--- config.mk ---
export PLATFORM = sky130hd
export DESIGN_NAME = port_command_control_block
export DESIGN_NICKNAME = d
export VERILOG_FILES = /design/src/include/port_cmd_pkg.sv /design/src/block_fetcher.sv /design/src/function_decoder.sv /design/src/port_command_control_block.sv
export SDC_FILE = /design/constraint.sdc
export NUM_CORES = 1
export LEC_CHECK = 0
export BUFFER_PORTS_ARGS = -buffer_cell sky130_fd_sc_hd__buf_2
export CORE_AREA = 2 2 118 120
export DETAILED_ROUTE_END_ITERATION = 10
export DIE_AREA = 0 0 120 122
export PLACE_DENSITY = 0.67
export SETUP_SLACK_MARGIN = 0.2
export SLEW_MARGIN = 20
export SYNTH_ARGS = -nofsm -noshare
export SYNTH_HDL_FRONTEND = slang
export SYNTH_SLANG_ARGS = --single-unit
--- constraint.sdc ---
create_clock -name ref_clk -period 2.66 [get_ports ref_clk]
set_clock_uncertainty 0.15 [all_clocks]
set_input_delay 0.399 -clock ref_clk [delete_from_list [all_inputs] [get_ports ref_clk]]
set_output_delay 0.399 -clock ref_clk [all_outputs]
set_load 0.005 [all_outputs]
--- src/include/port_cmd_pkg.sv ---
/*
  Shared constants and types of the port command block: register byte offsets, field
  positions, reset values, port commands and function codes.
  Assumes a 32-bit Avalon-MM register slave with byte addresses and 16-bit registers.
*/
package port_cmd_pkg;
  localparam int          BUS_W          = 32;
  localparam int          REG_W          = 16;
  localparam int          BASE_W         = 18;
  localparam int          BLOCK_WORDS    = 4;
  localparam logic [4:0]  OFS_CMD_STATUS = 5'h00;
  localparam logic [4:0]  OFS_BASE_LOW   = 5'h08;
  localparam logic [4:0]  OFS_BASE_HIGH  = 5'h0c;
  localparam logic [4:0]  OFS_PORT_STATE = 5'h10;
  localparam int          CMD_LSB        = 0;
  localparam int          CMD_W          = 4;
  localparam int          RESET_BIT      = 5;
  localparam int          IE_BIT         = 6;
  localparam int          SUMMARY_BIT    = 7;
  localparam int          FLAG_LSB       = 8;
  localparam int          DONE_BIT       = 13;
  localparam int          ERROR_BIT      = 14;
  localparam int          RUNNING_BIT    = 15;
  localparam logic [3:0]  CMD_NULL       = 4'h0;
  localparam logic [3:0]  CMD_LATCH_BASE = 4'h1;
  localparam logic [3:0]  CMD_FETCH      = 4'h2;
  localparam logic [15:0] BASE_LOW_RESET = 16'h0000;
  localparam logic [1:0]  BASE_HIGH_RESET = 2'h0;
  localparam logic [7:0]  FC_NULL        = 8'h00;
  localparam logic [7:0]  FC_START_UCODE = 8'h01;
  localparam logic [7:0]  FC_NULL_ALT    = 8'h03;
  localparam logic [7:0]  FC_NET_FIRST   = 8'h02;
  localparam logic [7:0]  FC_NET_LAST    = 8'h0f;
  localparam logic [7:0]  FC_MAINT_FIRST = 8'h10;
  localparam logic [7:0]  FC_MAINT_LAST  = 8'h15;
  localparam logic [17:0] WORD_STEP      = 18'h00002;
  typedef enum logic [2:0] {
    FN_NULL, FN_START_UCODE, FN_NETWORK, FN_MAINT, FN_ILLEGAL
  } func_class_type;
endpackage : port_cmd_pkg

--- src/block_fetcher.sv ---
/*
  Reads the four-word control block from host memory over an Avalon-MM read master.
  Assumes memory holds mem_read asserted requests until waitrequest is low.
*/
`timescale 1ns/1ps
module block_fetcher
  import port_cmd_pkg::*;
#(
  parameter int WORDS = port_cmd_pkg::BLOCK_WORDS
)(
  input  wire logic                             ref_clk,
  input  wire logic                             rst_b,
  input  wire logic                             abort,
  input  wire logic                             start,
  input  wire logic [port_cmd_pkg::BASE_W-1:0]  base,
  output logic                                  mem_read,
  output logic [port_cmd_pkg::BASE_W-1:0]       mem_address,
  input  wire logic [port_cmd_pkg::REG_W-1:0]   mem_readdata,
  input  wire logic                             mem_waitrequest,
  output logic [port_cmd_pkg::REG_W-1:0]        words [WORDS],
  output logic                                  done
);
  // the word index is two bits wide, so only a four-word block can be served
  if (WORDS != BLOCK_WORDS)
  begin : g_words_check
    $error("block_fetcher serves four words only");
  end
  logic [1:0]                 index;
  logic [1:0]                 next_index;
  logic                       next_read;
  logic                       next_done;
  logic [BASE_W-1:0]          next_address;
  logic [REG_W-1:0]           next_words [WORDS];
  always_comb
  begin
    next_index   = index;
    next_read    = mem_read;
    next_done    = 1'b0;
    next_address = mem_address;
    next_words   = words;
    if (abort)
    begin
      next_read = 1'b0;
    end
    else if (!mem_read && start)
    begin
      next_read    = 1'b1;
      next_index   = 2'd0;
      next_address = base;
    end
    else if (mem_read && !mem_waitrequest)
    begin
      next_words[index] = mem_readdata;
      next_index        = index + 2'd1;
      next_address      = mem_address + WORD_STEP;
      if (index == 2'(WORDS - 1))
      begin
        next_read = 1'b0;
        next_done = 1'b1;
      end
    end
  end
  always_ff @(posedge ref_clk or negedge rst_b)
  begin
    if (!rst_b)
    begin
      index       <= 2'd0;
      mem_read    <= 1'b0;
      done        <= 1'b0;
      mem_address <= '0;
      words       <= '{default: '0};
    end
    else
    begin
      index       <= next_index;
      mem_read    <= next_read;
      done        <= next_done;
      mem_address <= next_address;
      words       <= next_words;
    end
  end
endmodule : block_fetcher

--- src/function_decoder.sv ---
/*
  Classifies a fetched control block and checks the start-microcode operands.
  Assumes the words stay stable while the result is sampled.
*/
`timescale 1ns/1ps
module function_decoder
  import port_cmd_pkg::*;
(
  input  wire logic [port_cmd_pkg::REG_W-1:0] word0,
  input  wire logic [port_cmd_pkg::REG_W-1:0] word1,
  input  wire logic                           running,
  output port_cmd_pkg::func_class_type        func_class,
  output logic                                func_ok,
  output logic                                start_ucode
);
  logic [7:0] code;
  always_comb
  begin
    code = word0[7:0];
    if (code == FC_NULL || code == FC_NULL_ALT)
      func_class = FN_NULL;
    else if (code == FC_START_UCODE)
      func_class = FN_START_UCODE;
    else if (code >= FC_NET_FIRST && code <= FC_NET_LAST)
      func_class = FN_NETWORK;
    else if (code >= FC_MAINT_FIRST && code <= FC_MAINT_LAST)
      func_class = FN_MAINT;
    else
      func_class = FN_ILLEGAL;
    // network and maintenance functions are decoded but not carried out by this block
    case (func_class)
      FN_NULL:        func_ok = 1'b1;
      FN_START_UCODE: func_ok = (word0[15:8] == 8'h00) && !word1[0] && !running;
      default:        func_ok = 1'b0;
    endcase
    start_ucode = (func_class == FN_START_UCODE) && func_ok;
  end
endmodule : function_decoder

--- src/port_command_control_block.sv ---
/*
  Host-facing command front end: status/command register, block base registers,
  block fetch and function execution for codes 0, 1 and 3.
  Assumes an Avalon-MM master on the register side and an Avalon-MM read slave memory.
*/
`timescale 1ns/1ps
module port_command_control_block
  import port_cmd_pkg::*;
(
  input  wire logic                            ref_clk,
  input  wire logic                            rst_b,
  input  wire logic [4:0]                      avs_address,
  input  wire logic                            avs_read,
  input  wire logic                            avs_write,
  input  wire logic [port_cmd_pkg::BUS_W-1:0]  avs_writedata,
  input  wire logic [3:0]                      avs_byteenable,
  output logic [port_cmd_pkg::BUS_W-1:0]       avs_readdata,
  output logic                                 avs_waitrequest,
  output logic                                 mem_read,
  output logic [port_cmd_pkg::BASE_W-1:0]      mem_address,
  input  wire logic [port_cmd_pkg::REG_W-1:0]  mem_readdata,
  input  wire logic                            mem_waitrequest,
  output logic                                 irq,
  output logic                                 ucode_start,
  output logic [14:0]                          ucode_start_addr
);
  typedef enum logic [1:0] {CTL_IDLE, CTL_FETCH, CTL_EXEC} ctl_state_type;

  ctl_state_type       state;
  ctl_state_type       next_state;
  logic                served;
  logic                next_served;
  logic [BUS_W-1:0]    next_readdata;
  logic [CMD_W-1:0]    command;
  logic [CMD_W-1:0]    next_command;
  logic                int_enable;
  logic                next_int_enable;
  logic                done_flag;
  logic                next_done_flag;
  logic                error_flag;
  logic                next_error_flag;
  logic                running;
  logic                next_running;
  logic [15:0]         block_base_low_reg;
  logic [15:0]         next_base_low;
  logic [1:0]          base_high_bits;
  logic [1:0]          next_base_high;
  logic [BASE_W-1:0]   control_block_base;
  logic [BASE_W-1:0]   next_block_base;
  logic                next_ucode_start;
  logic [14:0]         next_ucode_addr;
  logic                fetch_start;
  logic                soft_reset;
  logic                fetch_done;
  logic [REG_W-1:0]    block_words [BLOCK_WORDS];
  func_class_type      func_class;
  logic                func_ok;
  logic                func_start_ucode;
  logic [REG_W-1:0]    port_cmd_status_reg;
  logic [REG_W-1:0]    block_base_high_reg;
  logic                wr_fire;
  logic                rd_pending;
  logic                status_write;
  logic                done_set;
  logic                error_set;
  logic [7:0]          flag_clear;

  block_fetcher #(
    .WORDS           (BLOCK_WORDS)
  ) u_fetcher (
    .ref_clk         (ref_clk),
    .rst_b           (rst_b),
    .abort           (soft_reset),
    .start           (fetch_start),
    .base            (control_block_base),
    .mem_read        (mem_read),
    .mem_address     (mem_address),
    .mem_readdata    (mem_readdata),
    .mem_waitrequest (mem_waitrequest),
    .words           (block_words),
    .done            (fetch_done)
  );

  function_decoder u_decoder (
    .word0           (block_words[0]),
    .word1           (block_words[1]),
    .running         (running),
    .func_class      (func_class),
    .func_ok         (func_ok),
    .start_ucode     (func_start_ucode)
  );

  // one wait state on every access gives a registered read path
  assign avs_waitrequest = (avs_read || avs_write) && !served;
  assign wr_fire         = avs_write && served;
  assign rd_pending      = avs_read && !served;
  assign irq             = int_enable && port_cmd_status_reg[SUMMARY_BIT];

  always_comb
  begin
    port_cmd_status_reg                = '0;
    port_cmd_status_reg[DONE_BIT]      = done_flag;
    port_cmd_status_reg[ERROR_BIT]     = error_flag;
    port_cmd_status_reg[SUMMARY_BIT]   = |port_cmd_status_reg[15:FLAG_LSB];
    port_cmd_status_reg[IE_BIT]        = int_enable;
    port_cmd_status_reg[CMD_W-1:0]     = command;
    block_base_high_reg                = {14'h0000, base_high_bits};
  end

  always_comb
  begin
    next_served      = (avs_read || avs_write) && !served;
    next_readdata    = avs_readdata;
    next_state       = state;
    next_command     = command;
    next_int_enable  = int_enable;
    next_running     = running;
    next_base_low    = block_base_low_reg;
    next_base_high   = base_high_bits;
    next_block_base  = control_block_base;
    next_ucode_start = 1'b0;
    next_ucode_addr  = ucode_start_addr;
    fetch_start      = 1'b0;
    soft_reset       = 1'b0;
    done_set         = 1'b0;
    error_set        = 1'b0;
    flag_clear       = 8'h00;
    status_write     = wr_fire && (avs_address == OFS_CMD_STATUS);
    if (rd_pending)
    begin
      case (avs_address)
        OFS_CMD_STATUS: next_readdata = {16'h0000, port_cmd_status_reg};
        OFS_BASE_LOW:   next_readdata = {16'h0000, block_base_low_reg};
        OFS_BASE_HIGH:  next_readdata = {16'h0000, block_base_high_reg};
        OFS_PORT_STATE: next_readdata = {16'h0000, running, ucode_start_addr};
        default:        next_readdata = '0;
      endcase
    end
    if (status_write && avs_byteenable[1])
      flag_clear = avs_writedata[15:8];
    if (status_write && avs_byteenable[0])
    begin
      if (avs_writedata[RESET_BIT])
        soft_reset = 1'b1;
      else if (avs_writedata[IE_BIT] != int_enable)
        next_int_enable = avs_writedata[IE_BIT];
      else if (state == CTL_IDLE)
      begin
        next_command = avs_writedata[CMD_W-1:0];
        case (avs_writedata[CMD_W-1:0])
          CMD_NULL:       ;
          CMD_LATCH_BASE:
          begin
            next_block_base = {base_high_bits, block_base_low_reg};
            done_set        = 1'b1;
          end
          CMD_FETCH:
          begin
            fetch_start = 1'b1;
            next_state  = CTL_FETCH;
          end
          default:        error_set = 1'b1;
        endcase
      end
    end
    if (wr_fire && avs_address == OFS_BASE_LOW)
    begin
      if (avs_byteenable[0])
        next_base_low[7:0] = {avs_writedata[7:1], 1'b0};
      if (avs_byteenable[1])
        next_base_low[15:8] = avs_writedata[15:8];
    end
    if (wr_fire && avs_address == OFS_BASE_HIGH && avs_byteenable[0])
      next_base_high = avs_writedata[1:0];
    case (state)
      CTL_IDLE:  ;
      CTL_FETCH: if (fetch_done) next_state = CTL_EXEC;
      CTL_EXEC:
      begin
        next_state = CTL_IDLE;
        done_set   = func_ok;
        error_set  = !func_ok;
        if (func_start_ucode)
        begin
          next_running     = 1'b1;
          next_ucode_start = 1'b1;
          next_ucode_addr  = block_words[1][15:1];
        end
      end
      default:   next_state = CTL_IDLE;
    endcase
    // a set in the same cycle as a clear wins
    next_done_flag  = done_set || (done_flag && !flag_clear[DONE_BIT-FLAG_LSB]);
    next_error_flag = error_set || (error_flag && !flag_clear[ERROR_BIT-FLAG_LSB]);
    if (soft_reset)
    begin
      next_state      = CTL_IDLE;
      next_command    = CMD_NULL;
      next_int_enable = 1'b0;
      next_running    = 1'b0;
      next_done_flag  = 1'b0;
      next_error_flag = 1'b0;
    end
  end

  always_ff @(posedge ref_clk or negedge rst_b)
  begin
    if (!rst_b)
    begin
      state              <= CTL_IDLE;
      served             <= 1'b0;
      avs_readdata       <= '0;
      command            <= CMD_NULL;
      int_enable         <= 1'b0;
      done_flag          <= 1'b0;
      error_flag         <= 1'b0;
      running            <= 1'b0;
      block_base_low_reg <= BASE_LOW_RESET;
      base_high_bits     <= BASE_HIGH_RESET;
      control_block_base <= '0;
      ucode_start        <= 1'b0;
      ucode_start_addr   <= '0;
    end
    else
    begin
      state              <= next_state;
      served             <= next_served;
      avs_readdata       <= next_readdata;
      command            <= next_command;
      int_enable         <= next_int_enable;
      done_flag          <= next_done_flag;
      error_flag         <= next_error_flag;
      running            <= next_running;
      block_base_low_reg <= next_base_low;
      base_high_bits     <= next_base_high;
      control_block_base <= next_block_base;
      ucode_start        <= next_ucode_start;
      ucode_start_addr   <= next_ucode_addr;
    end
  end
endmodule : port_command_control_block

==> metrics.txt <==
gate count after technology mapping around 500; RSZ-0062 raised after global routing no; worst setup path start int_enable; Pwr Density ~660 mW/mm2; HP Class primary input to flop; diode count 0; most common cell in the synthesized netlist dfrtp_1; first-pass GRT wire length approximately 22000 um; share of cells above drive strength 1 0.369; Post-DP HPWL around 10000 um; #FFs+latches synth between 100 and 150; cell taking the most area after synthesis dfrtp_1; Sink Count 130; Via density just over 5; final slew viol count 0; Synth Warn # 0; worst vdd rail ir drop about 0.39 mV; Final Critical Period about 2.2 ns; CP Class flop to flop; GR Overflow Total 0; Final GP Congestion about 0.86; crit path DAT around 2.3 ns; FF-to-FF End control_block_base[6]; period utilization 0.811; post-CTS sizing 0; Worst-Margin Slew between 0.6 and 0.7 ns; critical-path maximum fanout 18; # Max-Cap Violations 0; setup_tns 0 ns; DRT Pass-1 Iters 4; switching part of the total power 0.218; total track usage 0.200; final net count between 600 and 700; DP Area roughly 0.0065 mm2; largest net degree at the start of global routing 52; Biggest register u_fetcher.words; CTS max path bufs 2; # port buffers 95; Flop pwr share 0.432; CP Capture Type flop; Inst Count DP between 700 and 800; antenna violations before repair 0; Clock Latency Late Sink about 0.42 ns; top cell type's share of synthesized area 0.555; post-synthesis cell type count 53; Synth top cells by count 130 x dfrtp_1, 71 x mux2_2, 43 x nand2_1; Die H 122 um; vias in the first global route between 4000 and 5000; worst r2r src int_enable; area of the die 0.0146 mm2; fin area a little over 0.007 mm2; Starting Density 0.434; final wirelength roughly 14000 um; FFs w/ async S/R, synth 1.00; Final Hold Vio Count 0; status finished clean; P_int 3.71 mW; Avg Inst Size Synth about 12 um2; Root Driver clkbuf_16; final setup margin ~0.50 ns; Regs by FF count u_fetcher.words x32, control_block_base x17, u_fetcher.mem_address x17; total net switching power between 1 and 1.5 mW; DIE WIDTH 120 um; CTS H-tree depth 4; ANT nets after route 0; mapped cell area around 0.006 mm2; Setup crit start kind flop; Largest register FFs 32; combinational power share 0.041; IO Pins 131; final cell count without fillers slightly below 800; Seq/Total Area, Yosys 0.555; via count between 4000 and 5000; CTS Buf Count 17; CTS clk-pin slew, worst paths 0.06 ns; fmax approximately 460 MHz; WP data required 2.81 ns; final design utilization 0.532; DRC Markers 0; CP Capture Point control_block_base[6]; DR WL/cell ~17 um; core area roughly 0.014 mm2; CTS tree yes; clock share of power 0.527; number of synthesized flops with an enable pin 0; Starting DRT DRC Count between 200 and 300; Setup WS pre-CTS between 0.4 and 0.5 ns; largest cells by area after synthesis dfrtp_1 56%, mux2_2 14%, o21ai_0 2.8%; FF-to-FF path depth 5; r2r setup slk 0.50 ns; Syn-to-layout area delta 22.7%; Site Rows 43; Main synth FF type dfrtp_1; Final setup viols 0; Slew HR 0.541; Static Leak 3.65 nW
-- power by group through the flow --
stage	registers, mW	clock network (mW)	logic (mW)
after floorplan	2.07	0	0.0973
after global placement	2.08	0	0.192
after detailed placement	2.08	0	0.198
after CTS	2.05	2.53	0.199
after global routing	2.05	2.63	0.220
final	2.05	2.50	0.196
-- metrics by stage --
step | hold slack [ns] | power, mW
after detailed placement | 0.317 | 2.28
final | 0.0684 | 4.74
after floorplan | -0.0466 | 2.16
after global placement | 0.306 | 2.27
after global routing | 0.0540 | 4.90
after CTS | 0.0555 | 4.77
-- cell type report --
cell class,count,area [um2]
clock buffer,20,457
fill,1186,6320
clock inverter,12,180
multi-input combinational,336,2420
sequential,130,3250
inverter,6,22.5
timing repair buffer,111,626
tap,180,225
-- logic make-up after synthesis --
family	Yosys count	synth area share
multiplexers	82	0.163
XOR/XNOR	17	0.0254
buffers and inverters	41	0.0412
AO/OA/AOI/OAI	80	0.0840
adder cells (fa/ha/maj)	4	0.00855
AND/OR/NAND/NOR	136	0.122
flip-flops	130	0.555
other	1	0.000640
-- worst min path at each step --
stage / startpoint / end / slack, ns / cells after the start
CTS: avs_writedata[12] / block_base_low_reg[12] / 0.06 / 2
global route: avs_writedata[9] / block_base_low_reg[9] / 0.05 / 2
detailed placement: rst_b / control_block_base[16] / 0.32 / 1
finish: avs_writedata[11] / block_base_low_reg[11] / 0.07 / 2
floorplan: rst_b / avs_readdata[0] / -0.05 / 0
global placement: rst_b / control_block_base[1] / 0.31 / 1
-- critical path: stages, from the launching register on --
cell	delay [ns]
dfrtp_1	0.43
xnor2_1	0.32
nand4_2	0.26
nor4_4	0.31
buf_12	0.21
mux2_2	0.35
-- cells in the final DEF, fill, tap and decap left out, types with 7 or more instances in the layout --
cell and count:
dfrtp_1 130, buf_2 94, mux2_2 71, nand2_1 43
o21ai_0 33, nor2_1 28, nand3_1 17, conb_1 17
clkbuf_16 17, a21oi_1 16, xor2_1 14, buf_4 14
a22oi_1 13, mux2_4 9, and3_1 7, nand4_1 7
-- repair_timing --
item / 4_1_cts / 5_1_grt
hold endpoints to repair: 46 / 0
hold buffers: 1 / 0
setup buffers: 0 / 0
-- metal layers --
layer | GRT usage | routed length (um)
met1 | 0.260 | 6210
met2 | 0.327 | 6730
met3 | 0.0454 | 636
met4 | 0.0801 | 313
met5 | 0 | 0
Power figures use the tool's default switching activity.
